==> src/design/tcc_pkg.sv <==
package tcc_pkg;

	// ----------------------------------------
	// register offsets on the core bus
	// ----------------------------------------
	localparam int ADDR_W = 4;
	localparam logic [3:0] OFS_CMPA_L = 4'h0;
	localparam logic [3:0] OFS_CMPA_H = 4'h1;
	localparam logic [3:0] OFS_CMPB_L = 4'h2;
	localparam logic [3:0] OFS_CMPB_H = 4'h3;
	localparam logic [3:0] OFS_CMPC_L = 4'h4;
	localparam logic [3:0] OFS_CMPC_H = 4'h5;
	localparam logic [3:0] OFS_CAP_L = 4'h6;
	localparam logic [3:0] OFS_CAP_H = 4'h7;
	localparam logic [3:0] OFS_IRQ_EN = 4'h8;
	localparam logic [3:0] OFS_IRQ_FLAGS = 4'h9;
	localparam logic [3:0] OFS_CTRL = 4'hA;
	localparam logic [3:0] OFS_FORCE = 4'hB;

	// ----------------------------------------
	// field positions and reset values
	// ----------------------------------------
	localparam int BIT_OVF = 0;
	localparam int BIT_CMPA = 1;
	localparam int BIT_CMPB = 2;
	localparam int BIT_CMPC = 3;
	localparam int BIT_CAP = 5;
	localparam logic [7:0] FLAG_MASK = 8'h2F;
	localparam int CTRL_EDGE_RISE = 0;
	localparam int CTRL_USE_ACOMP = 1;
	localparam logic [7:0] CTRL_MASK = 8'h03;
	localparam int FORCE_A = 0;
	localparam logic [7:0] RST_BYTE = 8'h00;
	localparam logic [15:0] RST_WORD = 16'h0000;

	typedef struct packed {
		logic [3:0] addr;
		logic wr;
		logic rd;
		logic [7:0] wdata;
	} tcc_bus_t;

endpackage

==> src/design/tcc_timer16_cc.sv <==
module tcc_timer16_cc #(
	parameter int CNT_W = 16,
	parameter bit HAS_ACOMP = 1'b1
) (
	input wire logic REF_CLK,
	input wire logic RST_N,
	input wire tcc_pkg::tcc_bus_t CPU_REQ,
	output logic [7:0] RDATA,
	input wire logic [CNT_W-1:0] COUNTER_VALUE,
	input wire logic TIMER_TICK,
	input wire logic CNT_WRITE,
	input wire logic OVF_EVENT,
	input wire logic TOP_REACHED,
	input wire logic CAPTURE_IS_TOP,
	input wire logic CAPTURE_PIN,
	input wire logic ACOMP_OUT,
	input wire logic GLOBAL_IE,
	input wire logic [7:0] IRQ_ACK,
	output logic [7:0] IRQ_REQ,
	output logic [2:0] MATCH_OUT,
	output logic [CNT_W-1:0] CAPTURE_TOP
);

	// ----------------------------------------
	// state
	// ----------------------------------------
	logic [CNT_W-1:0] cmp_q [3];
	logic [CNT_W-1:0] cap_q;
	logic [7:0] temp_q;
	logic [7:0] en_q;
	logic [7:0] flags_q;
	logic [7:0] ctrl_q;
	logic block_q;
	logic [7:0] rdata_q;
	logic [7:0] irq_q;
	logic [2:0] match_q;
	logic [2:0] hit;
	logic cap_ev;

	// ----------------------------------------
	// bus decode
	// ----------------------------------------
	wire logic [3:0] addr = CPU_REQ.addr;
	wire logic [7:0] wdata = CPU_REQ.wdata;
	wire logic wr = CPU_REQ.wr;
	wire logic rd = CPU_REQ.rd && !CPU_REQ.wr;
	wire logic wr_hi = wr && addr[0] && (addr <= tcc_pkg::OFS_CAP_H);
	wire logic wr_lo_a = wr && (addr == tcc_pkg::OFS_CMPA_L);
	wire logic wr_lo_b = wr && (addr == tcc_pkg::OFS_CMPB_L);
	wire logic wr_lo_c = wr && (addr == tcc_pkg::OFS_CMPC_L);
	wire logic wr_lo_cap = wr && (addr == tcc_pkg::OFS_CAP_L);
	wire logic wr_en = wr && (addr == tcc_pkg::OFS_IRQ_EN);
	wire logic wr_flags = wr && (addr == tcc_pkg::OFS_IRQ_FLAGS);
	wire logic wr_ctrl = wr && (addr == tcc_pkg::OFS_CTRL);
	wire logic wr_force = wr && (addr == tcc_pkg::OFS_FORCE);
	wire logic rd_lo_cap = rd && (addr == tcc_pkg::OFS_CAP_L);
	wire logic [2:0] wr_lo_cmp = {wr_lo_c, wr_lo_b, wr_lo_a};

	// commit value for any high-first word write
	wire logic [15:0] word_wr = {temp_q, wdata};

	// ----------------------------------------
	// compare channels
	// ----------------------------------------
	// a counter write blocks matches up to and including the next tick
	wire logic block_d = CNT_WRITE || (block_q && !TIMER_TICK);

	genvar g;
	generate
		for (g = 0; g < 3; g++) begin : g_cmp
			tcc_cmp_chan #(
				.W(CNT_W)
			) u_cmp (
				.clk(REF_CLK),
				.rst_n(RST_N),
				.tick(TIMER_TICK),
				.block(block_q),
				.counter(COUNTER_VALUE),
				.compare(cmp_q[g]),
				.hit_q(hit[g])
			);
		end
	endgenerate

	// ----------------------------------------
	// capture source
	// ----------------------------------------
	wire logic use_acomp = HAS_ACOMP && ctrl_q[tcc_pkg::CTRL_USE_ACOMP];

	tcc_capture u_cap (
		.clk(REF_CLK),
		.rst_n(RST_N),
		.pin(CAPTURE_PIN),
		.acomp(ACOMP_OUT),
		.use_acomp(use_acomp),
		.edge_rise(ctrl_q[tcc_pkg::CTRL_EDGE_RISE]),
		.disconnect(CAPTURE_IS_TOP),
		.event_q(cap_ev)
	);

	// ----------------------------------------
	// flag set / clear
	// ----------------------------------------
	logic [7:0] set_v;
	always_comb begin
		set_v = 8'h00;
		set_v[tcc_pkg::BIT_CAP] = cap_ev || (CAPTURE_IS_TOP && TOP_REACHED);
		set_v[tcc_pkg::BIT_CMPC] = hit[2];
		set_v[tcc_pkg::BIT_CMPB] = hit[1];
		set_v[tcc_pkg::BIT_CMPA] = hit[0];
		set_v[tcc_pkg::BIT_OVF] = OVF_EVENT;
	end

	// write-one-to-clear or vector acknowledge; a same-cycle set wins
	wire logic [7:0] clr_v = IRQ_ACK | (wr_flags ? wdata : 8'h00);
	wire logic [7:0] flags_d = (set_v | (flags_q & ~clr_v)) & tcc_pkg::FLAG_MASK;
	wire logic [7:0] irq_d = GLOBAL_IE ? (en_q & flags_q) : 8'h00;
	// forced strobes reach the waveform side only, never the flags
	wire logic [2:0] force_v = wr_force ? wdata[tcc_pkg::FORCE_A +: 3] : 3'b000;

	// ----------------------------------------
	// read mux
	// ----------------------------------------
	logic [7:0] rdata_d;
	always_comb begin
		case (addr)
			tcc_pkg::OFS_CMPA_L: rdata_d = cmp_q[0][7:0];
			tcc_pkg::OFS_CMPA_H: rdata_d = cmp_q[0][15:8];
			tcc_pkg::OFS_CMPB_L: rdata_d = cmp_q[1][7:0];
			tcc_pkg::OFS_CMPB_H: rdata_d = cmp_q[1][15:8];
			tcc_pkg::OFS_CMPC_L: rdata_d = cmp_q[2][7:0];
			tcc_pkg::OFS_CMPC_H: rdata_d = cmp_q[2][15:8];
			tcc_pkg::OFS_CAP_L: rdata_d = cap_q[7:0];
			tcc_pkg::OFS_CAP_H: rdata_d = temp_q;
			tcc_pkg::OFS_IRQ_EN: rdata_d = en_q;
			tcc_pkg::OFS_IRQ_FLAGS: rdata_d = flags_q;
			tcc_pkg::OFS_CTRL: rdata_d = ctrl_q;
			default: rdata_d = 8'h00;
		endcase
	end

	// ----------------------------------------
	// temporary high byte and data registers
	// ----------------------------------------
	always_ff @(posedge REF_CLK or negedge RST_N) begin
		if (!RST_N) begin
			temp_q <= tcc_pkg::RST_BYTE;
		end else if (wr_hi) begin
			temp_q <= wdata;
		end else if (rd_lo_cap) begin
			temp_q <= cap_q[15:8];
		end
	end

	always_ff @(posedge REF_CLK or negedge RST_N) begin
		if (!RST_N) begin
			cmp_q[0] <= tcc_pkg::RST_WORD;
			cmp_q[1] <= tcc_pkg::RST_WORD;
			cmp_q[2] <= tcc_pkg::RST_WORD;
		end else begin
			for (int i = 0; i < 3; i++) begin
				if (wr_lo_cmp[i]) begin
					cmp_q[i] <= word_wr;
				end
			end
		end
	end

	// a hardware capture outranks a software write in the same cycle
	always_ff @(posedge REF_CLK or negedge RST_N) begin
		if (!RST_N) begin
			cap_q <= tcc_pkg::RST_WORD;
		end else if (cap_ev) begin
			cap_q <= COUNTER_VALUE;
		end else if (wr_lo_cap) begin
			cap_q <= word_wr;
		end
	end

	// ----------------------------------------
	// control, enables, flags
	// ----------------------------------------
	always_ff @(posedge REF_CLK or negedge RST_N) begin
		if (!RST_N) begin
			en_q <= tcc_pkg::RST_BYTE;
			ctrl_q <= tcc_pkg::RST_BYTE;
		end else begin
			if (wr_en) begin
				en_q <= wdata & tcc_pkg::FLAG_MASK;
			end
			if (wr_ctrl) begin
				ctrl_q <= wdata & tcc_pkg::CTRL_MASK;
			end
		end
	end

	always_ff @(posedge REF_CLK or negedge RST_N) begin
		if (!RST_N) begin
			flags_q <= tcc_pkg::RST_BYTE;
			block_q <= 1'b0;
		end else begin
			flags_q <= flags_d;
			block_q <= block_d;
		end
	end

	// ----------------------------------------
	// registered outputs
	// ----------------------------------------
	always_ff @(posedge REF_CLK or negedge RST_N) begin
		if (!RST_N) begin
			rdata_q <= tcc_pkg::RST_BYTE;
			irq_q <= tcc_pkg::RST_BYTE;
			match_q <= 3'b000;
		end else begin
			if (rd) begin
				rdata_q <= rdata_d;
			end
			irq_q <= irq_d;
			match_q <= hit | force_v;
		end
	end

	assign RDATA = rdata_q;
	assign IRQ_REQ = irq_q;
	assign MATCH_OUT = match_q;
	assign CAPTURE_TOP = cap_q;
endmodule // tcc_timer16_cc

==> src/design/tcc_cmp_chan.sv <==
module tcc_cmp_chan #(
	parameter int W = 16
) (
	input wire logic clk,
	input wire logic rst_n,
	input wire logic tick,
	input wire logic block,
	input wire logic [W-1:0] counter,
	input wire logic [W-1:0] compare,
	output logic hit_q
);

	// ----------------------------------------
	// comparator, sampled on the timer tick
	// ----------------------------------------
	wire logic equal = (counter == compare);

	always_ff @(posedge clk or negedge rst_n) begin
		if (!rst_n) begin
			hit_q <= 1'b0;
		end else begin
			hit_q <= tick && !block && equal;
		end
	end

endmodule // tcc_cmp_chan

==> src/design/tcc_capture.sv <==
module tcc_capture (
	input wire logic clk,
	input wire logic rst_n,
	input wire logic pin,
	input wire logic acomp,
	input wire logic use_acomp,
	input wire logic edge_rise,
	input wire logic disconnect,
	output logic event_q
);

	// ----------------------------------------
	// edge detector on the selected source
	// ----------------------------------------
	// changing source may fake one edge; software should clear the flag after
	logic prev_q;
	wire logic src = use_acomp ? acomp : pin;
	wire logic rise = src && !prev_q;
	wire logic fall = !src && prev_q;
	wire logic hit = edge_rise ? rise : fall;

	always_ff @(posedge clk or negedge rst_n) begin
		if (!rst_n) begin
			prev_q <= 1'b0;
			event_q <= 1'b0;
		end else begin
			prev_q <= src;
			event_q <= !disconnect && hit;
		end
	end

endmodule // tcc_capture

==> config.mk <==
export PLATFORM = sky130hd
export DESIGN_NAME = tcc_timer16_cc
export DESIGN_NICKNAME = d
export VERILOG_FILES = /design/src/design/tcc_pkg.sv /design/src/design/tcc_timer16_cc.sv /design/src/design/tcc_cmp_chan.sv /design/src/design/tcc_capture.sv
export SDC_FILE = /design/constraint.sdc
export NUM_CORES = 1
export LEC_CHECK = 0
export BUFFER_PORTS_ARGS = -buffer_cell sky130_fd_sc_hd__buf_2
export CELL_PAD_IN_SITES_DETAIL_PLACEMENT = 1
export CELL_PAD_IN_SITES_GLOBAL_PLACEMENT = 1
export CORE_MARGIN = 1
export CORE_UTILIZATION = 47
export CTS_BUF_LIST = sky130_fd_sc_hd__clkbuf_4
export DETAILED_ROUTE_END_ITERATION = 6
export GPL_TIMING_DRIVEN = 0
export PLACE_DENSITY = 0.86
export SKIP_CTS_REPAIR_TIMING = 1
export SYNTH_ARGS = -nofsm -noshare
export SYNTH_HDL_FRONTEND = slang
export SYNTH_SLANG_ARGS = --single-unit
==> constraint.sdc <==
create_clock -name REF_CLK -period 2 [get_ports REF_CLK]
set_input_delay 0.4 -clock REF_CLK [delete_from_list [all_inputs] [get_ports REF_CLK]]
set_output_delay 0.4 -clock REF_CLK [all_outputs]
set_load 0.01 [all_outputs]
==> insert_results.sql, run 1 <==
INSERT INTO impl_metrics (metric_group, metric, value, unit) VALUES
('final_layout', 'layout-drive-gt1-share', '32.9', '%'),
('cts', 'insertion_delay', '0.50', 'ns'),
('worst_setup_path', 'critical_path_slowest_stage_cell', 'sky130_fd_sc_hd__buf_2', ''),
('grt', 'largest_net_degree_at_the_start_of_global_routing', '62', ''),
('drt', 'final_antenna_net_count', '0', ''),
('drt', 'drcViolationCount', '0', ''),
('pwr', 'leakage_power', '2.98', 'nW'),
('worst_setup_path', 'worst_ep_arrival_time', '2.17', 'ns'),
('synth', 'post_synth_most_frequent_cells', 'sky130_fd_sc_hd__dfrtp_1 (106), sky130_fd_sc_hd__xor2_1 (48), sky130_fd_sc_hd__mux2_2 (47), sky130_fd_sc_hd__nand2_1 (32), sky130_fd_sc_hd__mux2i_1 (31)', ''),
('synth', 'synthMostInstantiatedCell', 'sky130_fd_sc_hd__dfrtp_1', ''),
('placed_design', 'post_dp_cell_area', '0.00612', 'mm^2'),
('grt', 'grt_pass1_wl', '27.4', 'mm'),
('outcome', 'violations_in_the_final_reports', 'hold timing', ''),
('placed_design', 'place.detailed.instances', '698', ''),
('synth', 'most_area_hungry_cell_type_in_the_yosys_netlist', 'sky130_fd_sc_hd__dfrtp_1', ''),
('synth', 'async_reset_ff_share', '100', '%'),
('timing', 'hold_slack', '-0.0256', 'ns'),
('worst_setup_path', 'critical-path-max-stage-delay', '0.45', 'ns'),
('synth', 'syn_area', '0.00554', 'mm^2'),
('timing', 'worstMarginPinSlew', '0.800', 'ns'),
('cts', 'h-tree-depth', '3', ''),
('pwr', 'pwr_density_cell', '1050', 'mW/mm^2'),
('final_layout', 'areaGrowthSynthToFinish', '12.9', '%'),
('worst_setup_path', 'critPathMaxFanout', '10', ''),
('timing', 'rsz_0062_raised_after_global_routing', 'no', ''),
('pwr', 'p_total', '0.00655', 'W'),
('final_layout', 'final_cells', '714', ''),
('worst_setup_path', 'cp.required', '2.37', 'ns'),
('worst_setup_path', 'critical_path.startpoint_type', 'flop', ''),
('floorplan', 'dieHeight', '111', 'um'),
('synth', 'synth-seq-cells', '106', ''),
('timing', 'timing.max_slew.rel_slack', '46.7', '%'),
('timing', 'max_freq', '555', 'MHz'),
('worst_setup_path', 'timing.setup.critical_path_class', 'reg2reg', ''),
('grt', 'first_global_vias', '4597', ''),
('timing', 'fin_skew', '0.0208', 'ns'),
('worst_setup_path', 'critPathMostFrequentCell', 'sky130_fd_sc_hd__buf_2', ''),
('grt', 'grt_overflow', '0', ''),
('worst_setup_path', 'reg2reg_depth', '4', ''),
('placed_design', 'io_buffers', '73', ''),
('synth', 'synth.avg_cell_area', '11.6', 'um^2'),
('synth', 'synth.yosys.warnings', '0', ''),
('drt', 'drtIter0Drc', '261', ''),
('timing', 'final-setup-viol-count', '0', ''),
('synth', 'synth-edff-count', '0', ''),
('timing', 'final_min_period_over_clock_period', '90.0', '%'),
('floorplan', 'floorplan.io_pins', '83', ''),
('cts', 'ctsLongestPathBuffers', '2', ''),
('floorplan', 'dieWidth', '111', 'um'),
('synth', 'synthFlopType', 'sky130_fd_sc_hd__dfrtp_1', ''),
('run', 'cap_violations', '0', ''),
('final_layout', 'finish.net_count', '614', ''),
('floorplan', 'core', '0.0115', 'mm^2'),
('pwr', 'irDropWorstVdd', '0.638', 'mV'),
('timing', 'final_hold_viol_count', '47', ''),
('timing', 'setup_ws', '0.199', 'ns'),
('timing', 'finalWorstPathRequiredPeriod', '1.80', 'ns'),
('final_layout', 'antenna_diodes', '0', ''),
('drt', 'total_via_count_in_the_routed_design', '4293', ''),
('drt', 'drtPass1Iterations', '4', ''),
('min_path', 'hold_class', 'in2async', ''),
('timing', 'maxSlewViolCount', '0', ''),
('outcome', 'outcome', 'finished with violations', ''),
('cts', 'tritoncts.num_buffers', '9', ''),
('drt', 'routedWlPerCell', '24.1', 'um'),
('final_layout', 'postLayoutCellArea', '0.00626', 'mm^2'),
('grt', 'grt_use_total', '30.0', '%'),
('synth', 'synth_cell_types', '50', ''),
('worst_setup_path', 'critPathCaptureType', 'flop', ''),
('grt', 'antenna_found_initial', '0', ''),
('floorplan', 'starting_density', '48.3', '%');
worst paths after layout:
path / from / endpoint / slack (ns)
worst min-delay path: RST_N / IRQ_REQ[1]$_DFF_PN0_ / -0.03
min in group REF_CLK: CAPTURE_IS_TOP / u_cap.event_q$_DFF_PN0_ / 0.05
max in group asynchronous: RST_N / cmp_q[7]$_DFFE_PN0P_ / 1.31
worst max register to register: u_cap.event_q$_DFF_PN0_ / CAPTURE_TOP[15]$_DFFE_PN0P_ / 0.20
worst min register to register: g_cmp[0].u_cmp.hit_q$_DFF_PN0_ / MATCH_OUT[0]$_DFF_PN0_ / 0.49
worst max-delay path: u_cap.event_q$_DFF_PN0_ / CAPTURE_TOP[15]$_DFFE_PN0P_ / 0.20
area by class of cell:
class / instances / area, um^2
fill: 1255 / 5210
multi-input combinational: 338 / 2660
sequential: 106 / 2650
timing repair buffer: 74 / 395
buffer: 28 / 199
tap: 143 / 179
clock buffer: 12 / 90.1
clock inverter: 4 / 42.5
inverter: 9 / 33.8
cells in the final DEF, fill, tap and decap left out, drive strengths merged, types with 10 or more instances in the layout:
cell type	Yosys	final
clkbuf	3	15
o21ai	23	23
nor3	10	10
xor2	48	48
mux2	57	57
nor2	18	18
buf	25	99
dfrtp	106	106
a21oi	19	19
mux2i	31	31
nand2	34	34
flip-flops by register name, indices dropped and copies added, names as in the netlist:
name,count
cmp_q,48
u_cap.prev_q,1
MATCH_OUT,3
g_cmp.u_cmp.hit_q,3
CAPTURE_TOP,16
temp_q,8
u_cap.event_q,1
block_q,1
ctrl_q,2
RDATA,8
IRQ_REQ,5
en_q,5
flags_q,5
per-layer routing:
| metal | GRT usage [%] | vias to the layer above | routed length [um] |
|---|---|---|---|
| li1 | - | 1902 | - |
| met1 | 40.3 | 2190 | 7350 |
| met2 | 47.9 | 165 | 8280 |
| met3 | 5.93 | 36 | 1100 |
| met4 | 11.8 | 0 | 496 |
| met5 | 0 | - | 0 |
through the flow:
stage	utilization, %	hold WS (ns)
2_1_floorplan	-	0.104
3_3_place_gp	53.1	0.444
3_5_place_dp	53.4	0.464
4_1_cts	54.5	-0.00803
5_1_grt	54.6	0.0149
6_report	54.6	-0.0256
cell families (layout without fill, tap and decap cells):
logic type / count (synthesis) / count (layout) / share of synthesized area, %
AOI/OAI and AO/OA: 87 / 87 / 10.4
other: 1 / 3 / 0.0677
buffers and inverters: 37 / 127 / 4.18
xor gates and xnor gates: 48 / 48 / 7.59
and+or+nand+nor: 108 / 108 / 10.4
muxes: 92 / 92 / 19.5
DFF: 106 / 106 / 47.9
where the power goes:
part | switching, W | internal [W] | total [W] | leakage [nW]
Sequential | 0.000668 | 0.00275 | 0.00342 | 1.31
Clock | 0.000718 | 0.000415 | 0.00113 | 0.0764
Combinational | 0.000994 | 0.000998 | 0.00199 | 1.59
critical path, delay by kind of cell, from the launching register on:
family	cells	cell delay, ns
DFF	1	0.39
AOI/OAI and AO/OA	2	0.58
buffers and inverters	2	0.69
No activity file was read; power rests on OpenSTA's default activity.
==> run 2: changes to the inputs <==
Clock period 2 ns to 1.7 ns, I/O delays scaled along.
==> run 2 against run 1 <==
The flow now finishes without violations. Worst setup slack got worse by 0.13 ns. Critical path depth did not move. Count of clock-buffer cells in the layout did not move. Die area did not move. Register-to-register slack got worse by 0.13 ns. Non-clock buffer count rose by 2. Routed wire length fell by 0.12%. Combinational power rose by 19%. Sequential power rose by 18%. Cell count rose by 0.28%. Final area rose by 0.86%. Total power rose by 18%. Critical path type unchanged.
==> insert_results.sql, run 2 (synthesis gave the netlist of run 1 again) <==
INSERT INTO impl_metrics (metric_group, metric, value, unit) VALUES
('worst_setup_path', 'critical-path-max-stage-delay', '0.45', 'ns'),
('floorplan', 'dieHeight', '111', 'um'),
('final_layout', 'areaGrowthSynthToFinish', '13.9', '%'),
('timing', 'timing.max_slew.rel_slack', '46.4', '%'),
('timing', 'final_hold_viol_count', '0', ''),
('drt', 'drtIter0Drc', '275', ''),
('timing', 'finalWorstPathRequiredPeriod', '1.63', 'ns'),
('drt', 'detail_route.wirelength', '17.2', 'mm'),
('min_path', 'whs_endpoint', 'flags_q[0]$_DFF_PN0_', ''),
('cts', 'h-tree-depth', '3', ''),
('cts', 'root_buffer', 'sky130_fd_sc_hd__clkbuf_4', ''),
('run', 'cap_violations', '0', ''),
('cts', 'clkSlewWorstSetupHoldPaths', '0.16', 'ns'),
('placed_design', 'place.detailed.instances', '698', ''),
('final_layout', 'layout.cells.most_common_list', 'sky130_fd_sc_hd__dfrtp_1 (106), sky130_fd_sc_hd__buf_2 (82), sky130_fd_sc_hd__xor2_1 (48)', ''),
('cts', 'tritoncts.num_buffers', '9', ''),
('worst_setup_path', 'worst_ep_arrival_time', '2.00', 'ns'),
('worst_setup_path', 'critical_path_slowest_stage_cell', 'sky130_fd_sc_hd__buf_2', ''),
('final_layout', 'antenna_diodes', '0', ''),
('placed_design', 'post_dp_cell_area', '0.00612', 'mm^2'),
('timing', 'fin_skew', '0.0162', 'ns'),
('final_layout', 'layout-drive-gt1-share', '33.5', '%'),
('placed_design', 'dp_hpwl', '12.8', 'mm'),
('worst_setup_path', 'cp.required', '2.08', 'ns'),
('min_path', 'holdPathStages', '2', ''),
('floorplan', 'dieWidth', '111', 'um'),
('drt', 'final_antenna_net_count', '0', ''),
('pwr', 'irDropWorstVdd', '0.747', 'mV'),
('worst_setup_path', 'critPathMaxFanout', '10', ''),
('floorplan', 'starting_density', '48.3', '%'),
('final_layout', 'final_cells', '716', ''),
('timing', 'maxSlewViolCount', '0', ''),
('drt', 'drtPass1Iterations', '5', ''),
('floorplan', 'floorplan.io_pins', '83', ''),
('cts', 'total_clock_sinks', '106', ''),
('timing', 'rsz_0062_raised_after_global_routing', 'no', ''),
('floorplan', 'die_area', '0.0122', 'mm^2'),
('timing', 'worstMarginPinSlew', '0.804', 'ns'),
('timing', 'hold_slack', '0.0410', 'ns'),
('timing', 'setup_ws', '0.0737', 'ns'),
('outcome', 'outcome', 'finished, final reports clean', ''),
('worst_setup_path', 'critPathCaptureType', 'flop', ''),
('final_layout', 'finish.net_count', '616', ''),
('worst_setup_path', 'timing.setup.critical_path_class', 'reg2reg', ''),
('floorplan', 'floorplan.rows', '39', ''),
('worst_setup_path', 'reg2reg_slack', '0.07', 'ns'),
('grt', 'first_global_vias', '4597', ''),
('final_layout', 'final_common_cell', 'sky130_fd_sc_hd__dfrtp_1', ''),
('final_layout', 'postLayoutCellArea', '0.00631', 'mm^2'),
('final_layout', 'largest_reg_flops', '48', ''),
('cts', 'insertion_delay', '0.49', 'ns'),
('worst_setup_path', 'critPathMostFrequentCell', 'sky130_fd_sc_hd__buf_2', ''),
('cts', 'ctsLongestPathBuffers', '2', ''),
('worst_setup_path', 'rr_startpoint', 'u_cap.event_q$_DFF_PN0_', ''),
('grt', 'largest_net_degree_at_the_start_of_global_routing', '62', ''),
('placed_design', 'io_buffers', '73', ''),
('drt', 'routedWlPerCell', '24.0', 'um'),
('timing', 'max_freq', '615', 'MHz'),
('grt', 'grt_overflow', '0', ''),
('final_layout', 'top_register', 'cmp_q', ''),
('worst_setup_path', 'critical_path.startpoint_type', 'flop', ''),
('pwr', 'pwr_density_cell', '1220', 'mW/mm^2'),
('drt', 'total_via_count_in_the_routed_design', '4264', ''),
('worst_setup_path', 'reg2reg_depth', '4', ''),
('timing', 'final_min_period_over_clock_period', '95.7', '%'),
('grt', 'grt_use_total', '30.0', '%'),
('pwr', 'leakage_power', '2.99', 'nW'),
('drt', 'via_per_inst', '5.96', ''),
('worst_setup_path', 'cp-startpoint', 'u_cap.event_q$_DFF_PN0_', ''),
('worst_setup_path', 'crit_chain', 'buf_2 > buf_2 > mux2i_1 > o21ai_0', ''),
('grt', 'grt_pass1_wl', '27.4', 'mm'),
('drt', 'drcViolationCount', '0', ''),
('min_path', 'hold_class', 'in2reg', ''),
('floorplan', 'core', '0.0115', 'mm^2'),
('grt', 'antenna_found_initial', '0', ''),
('min_path', 'min-delay-start', 'OVF_EVENT', ''),
('placed_design', 'gpl.final_weighted_congestion', '0.910', ''),
('placed_design', 'placement.setup.worst_slack', '-0.505', 'ns'),
('worst_setup_path', 'r2r_end', 'CAPTURE_TOP[9]$_DFFE_PN0P_', ''),
('cts', 'tritoncts_clock_tree', 'built', ''),
('timing', 'final-setup-viol-count', '0', '');
[run 2: cell count changes in the layout (fill, tap and decap cells not counted)]
cell                            previous run  this run
sky130_fd_sc_hd__clkbuf_2                  1         0
sky130_fd_sc_hd__buf_2                    83        82
sky130_fd_sc_hd__a31oi_1                   3         2
sky130_fd_sc_hd__nor2_2                    2         1
sky130_fd_sc_hd__dlygate4sd3_1             0         2
sky130_fd_sc_hd__nor4_2                    0         2
sky130_fd_sc_hd__nor2_4                    0         1
sky130_fd_sc_hd__a31oi_2                   0         1
sky130_fd_sc_hd__nor3_2                    0         1
sky130_fd_sc_hd__nor3_1                    8         7
sky130_fd_sc_hd__clkbuf_4                 12        14
sky130_fd_sc_hd__nor4_1                    9         7
[run 2: through the flow]
| step | setup TNS, ns | power, W | util, % |
|---|---|---|---|
| 6_report | 0 | 0.00772 | 55.0 |
| 5_1_grt | 0 | 0.00815 | 55.0 |
| 4_1_cts | -2.86 | 0.00770 | 54.5 |
| 3_5_place_dp | -19.87 | 0.00639 | 53.4 |
| 3_3_place_gp | -109.81 | 0.00621 | 53.1 |
| 2_1_floorplan | 0 | 0.00535 | - |
[run 2: critical path, delay by kind of cell, from the launching register on]
kind / cells / cell delay (ns)
mux: 1 / 0.25
compound gates: 1 / 0.10
buf+inv: 2 / 0.79
flops: 1 / 0.35
[run 2: layer usage]
layer | global-route usage (%) | share of wire (%) | up-vias
li1 | - | - | 1908
met1 | 40.3 | 44 | 2171
met2 | 47.9 | 48 | 146
met3 | 5.93 | 5.4 | 39
met4 | 11.8 | 3.1 | 0
met5 | 0 | 0 | -
[run 2: how the worst max path moves through the flow]
stage               slack, ns                     endpoint  cells past startpoint
finish                   0.07   CAPTURE_TOP[9]$_DFFE_PN0P_                      4
global route            0.003  CAPTURE_TOP[11]$_DFFE_PN0P_                      4
CTS                     -0.30   CAPTURE_TOP[6]$_DFFE_PN0P_                      4
detailed placement      -0.50        temp_q[5]$_DFFE_PN0P_                      8
global placement        -0.88        cmp_q[23]$_DFFE_PN0P_                      1
floorplan                0.15          en_q[2]$_DFFE_PN0P_                      5
[run 2: power breakdown]
part	switching, W	internal (W)	leakage [nW]
Sequential	0.000787	0.00324	1.31
Combinational	0.00118	0.00119	1.61
Clock	0.000839	0.000488	0.0764
Total	0.00280	0.00491	2.99
[run 2: final cells by class]
cell class / count / area, um^2
clock buffers: 12 / 90.1
clock inverters: 4 / 42.5
flip-flops and latches: 106 / 2650
fillers: 1250 / 5160
well taps: 143 / 179
inverters: 9 / 33.8
plain buffers: 28 / 204
multi-input cells: 338 / 2690
repair buffers: 76 / 415
==> run 3: changes to the inputs <==
Clock period 1.7 ns to 1.8 ns, I/O delays scaled along.
==> run 3 against run 2 <==
Register-to-register slack worse by 0.04 ns. Routed wire length hardly changed. Worst setup slack worse by 0.042 ns. Worst hold slack better by 0.019 ns. Critical path type unchanged.
==> insert_results.sql, run 3 (synthesis gave the netlist of run 1 again) <==
INSERT INTO impl_metrics (metric_group, metric, value, unit) VALUES
('floorplan', 'starting_density', '48.3', '%'),
('grt', 'largest_net_degree_at_the_start_of_global_routing', '62', ''),
('timing', 'final_min_period_over_clock_period', '98.2', '%'),
('cts', 'root_buffer', 'sky130_fd_sc_hd__clkbuf_4', ''),
('timing', 'hold_slack', '0.0601', 'ns'),
('worst_setup_path', 'critPathMaxFanout', '3', ''),
('final_layout', 'multiInputGateArea', '0.00268', 'mm^2'),
('grt', 'first_global_vias', '4597', ''),
('min_path', 'hold_class', 'in2reg', ''),
('final_layout', 'top_register', 'cmp_q', ''),
('placed_design', 'dp_hpwl', '12.8', 'mm'),
('pwr', 'irDropWorstVdd', '0.707', 'mV'),
('run', 'cap_violations', '0', ''),
('worst_setup_path', 'setup.worst_path.end', 'g_cmp[0].u_cmp.hit_q$_DFF_PN0_', ''),
('pwr', 'leakage_power', '2.99', 'nW'),
('timing', 'timing.max_slew.rel_slack', '46.0', '%'),
('cts', 'total_clock_sinks', '106', ''),
('final_layout', 'final_cells', '716', ''),
('worst_setup_path', 'critical-path-max-stage-delay', '0.54', 'ns'),
('grt', 'groute.layer.met2.usage', '47.9', '%'),
('drt', 'final_antenna_net_count', '0', ''),
('pwr', 'pwr_density_cell', '1160', 'mW/mm^2'),
('drt', 'total_via_count_in_the_routed_design', '4268', ''),
('grt', 'groute.layer.met3.usage', '5.93', '%'),
('worst_setup_path', 'worst_ep_arrival_time', '2.15', 'ns'),
('outcome', 'outcome', 'finished, final reports clean', ''),
('placed_design', 'placement.setup.worst_slack', '-0.425', 'ns'),
('final_layout', 'layout-drive-gt1-share', '33.2', '%'),
('worst_setup_path', 'timing.setup.critical_path_class', 'reg2reg', ''),
('worst_setup_path', 'rr_startpoint', 'cmp_q[47]$_DFFE_PN0P_', ''),
('worst_setup_path', 'r2r_end', 'g_cmp[0].u_cmp.hit_q$_DFF_PN0_', ''),
('worst_setup_path', 'reg2reg_slack', '0.03', 'ns'),
('final_layout', 'finish.net_count', '616', ''),
('timing', 'final_hold_viol_count', '0', ''),
('drt', 'drtPass1Iterations', '5', ''),
('timing', 'max_freq', '566', 'MHz'),
('final_layout', 'largest_reg_flops', '48', ''),
('placed_design', 'place.detailed.instances', '698', ''),
('grt', 'antenna_found_initial', '0', ''),
('cts', 'ctsLongestPathBuffers', '2', ''),
('final_layout', 'final_common_cell', 'sky130_fd_sc_hd__dfrtp_1', ''),
('worst_setup_path', 'cp.depth', '4', ''),
('timing', 'setup_ws', '0.0318', 'ns'),
('drt', 'drcViolationCount', '0', ''),
('timing', 'rsz_0062_raised_after_global_routing', 'no', ''),
('floorplan', 'dieWidth', '111', 'um'),
('floorplan', 'floorplan.io_pins', '83', ''),
('cts', 'h-tree-depth', '3', ''),
('worst_setup_path', 'critical_path.startpoint_type', 'flop', ''),
('grt', 'groute.layer.met1.usage', '40.3', '%'),
('min_path', 'holdPathStages', '2', ''),
('final_layout', 'seqCellArea', '0.00265', 'mm^2'),
('final_layout', 'layout.cells.most_common_list', 'sky130_fd_sc_hd__dfrtp_1 (106), sky130_fd_sc_hd__buf_2 (82), sky130_fd_sc_hd__xor2_1 (48)', ''),
('placed_design', 'io_buffers', '73', ''),
('timing', 'worstMarginPinSlew', '0.810', 'ns'),
('cts', 'tritoncts.num_buffers', '9', ''),
('floorplan', 'floorplan.rows', '39', ''),
('timing', 'maxSlewViolCount', '0', ''),
('drt', 'detail_route.wirelength', '17.2', 'mm'),
('drt', 'routedWlPerCell', '24.0', 'um'),
('worst_setup_path', 'reg2reg_depth', '4', ''),
('drt', 'drtIter0Drc', '285', ''),
('final_layout', 'antenna_diodes', '0', ''),
('grt', 'grt_overflow', '0', ''),
('grt', 'grt_pass1_wl', '27.4', 'mm'),
('placed_design', 'gpl.final_weighted_congestion', '0.910', ''),
('final_layout', 'areaGrowthSynthToFinish', '13.6', '%'),
('timing', 'finalWorstPathRequiredPeriod', '1.77', 'ns'),
('final_layout', 'layout.filler_cells', '1251', ''),
('worst_setup_path', 'critical_path.top_delay_family', 'simple AND/OR/NAND/NOR gates', ''),
('cts', 'tritoncts_clock_tree', 'built', ''),
('cts', 'clkSlewWorstSetupHoldPaths', '0.14', 'ns'),
('worst_setup_path', 'cp.buffers_inverters', '0', ''),
('floorplan', 'die_area', '0.0122', 'mm^2'),
('worst_setup_path', 'critical_path_slowest_stage_cell', 'sky130_fd_sc_hd__nor4_1', ''),
('timing', 'fin_skew', '0.0198', 'ns'),
('drt', 'via_per_inst', '5.96', ''),
('timing', 'final-setup-viol-count', '0', ''),
('worst_setup_path', 'cp-startpoint', 'cmp_q[47]$_DFFE_PN0P_', ''),
('cts', 'insertion_delay', '0.50', 'ns'),
('worst_setup_path', 'critPathCaptureType', 'flop', ''),
('grt', 'grt_use_total', '30.0', '%'),
('worst_setup_path', 'cp.required', '2.18', 'ns'),
('floorplan', 'dieHeight', '111', 'um'),
('floorplan', 'core', '0.0115', 'mm^2'),
('worst_setup_path', 'crit_chain', 'xor2_1 > nor4_1 > nand4_1 > nor3_1', ''),
('grt', 'busiest_layer', 'met2', '');
==> run 3: cell counts in the layout (fill, tap and decap cells not counted) <==
Identical to the previous run, type by type.
==> run 3: metrics by stage <==
stage | setup TNS (ns) | util, % | power, W | cell area, um^2
final | 0 | 54.9 | 0.00729 | 6300
after global routing | 0 | 54.9 | 0.00769 | 6300
after CTS | -1.82 | 54.5 | 0.00727 | 6250
after detailed placement | -13.29 | 53.4 | 0.00604 | 6120
after global placement | -95.02 | 53.1 | 0.00586 | 6090
after floorplan | 0 | - | 0.00505 | 5550
==> run 3: worst min path at each step <==
stage                                  to                           start  slack, ns
6_report             flags_q[0]$_DFF_PN0_                       OVF_EVENT       0.06
5_1_grt              flags_q[0]$_DFF_PN0_                       OVF_EVENT       0.04
4_1_cts              IRQ_REQ[1]$_DFF_PN0_                           RST_N      -0.05
3_5_place_dp       MATCH_OUT[0]$_DFF_PN0_  g_cmp[0].u_cmp.hit_q$_DFF_PN0_       0.46
3_3_place_gp       MATCH_OUT[0]$_DFF_PN0_  g_cmp[0].u_cmp.hit_q$_DFF_PN0_       0.44
2_1_floorplan  CAPTURE_TOP[0]$_DFFE_PN0P_                           RST_N       0.06
==> run 3: power by group <==
| group | internal, W | switching (W) |
|---|---|---|
| logic | 0.00112 | 0.00111 |
| registers | 0.00306 | 0.000751 |
| clock network | 0.000461 | 0.000792 |
==> run 3: metal layers <==
layer,vias to the layer above,share of wire (%),routed length (um)
li1,1911,-,-
met1,2186,44,7600
met2,139,48,8240
met3,32,5.1,871
met4,0,2.8,490
met5,-,0,0
==> run 3: final cells by class <==
cell class | instances | share of cell area, %
inverters | 9 | 0.537
multi-input cells | 338 | 42.6
clock inverters | 4 | 0.676
repair buffers | 76 | 6.60
flip-flops and latches | 106 | 42.1
well taps | 143 | 2.84
clock buffers | 12 | 1.43
plain buffers | 28 | 3.20
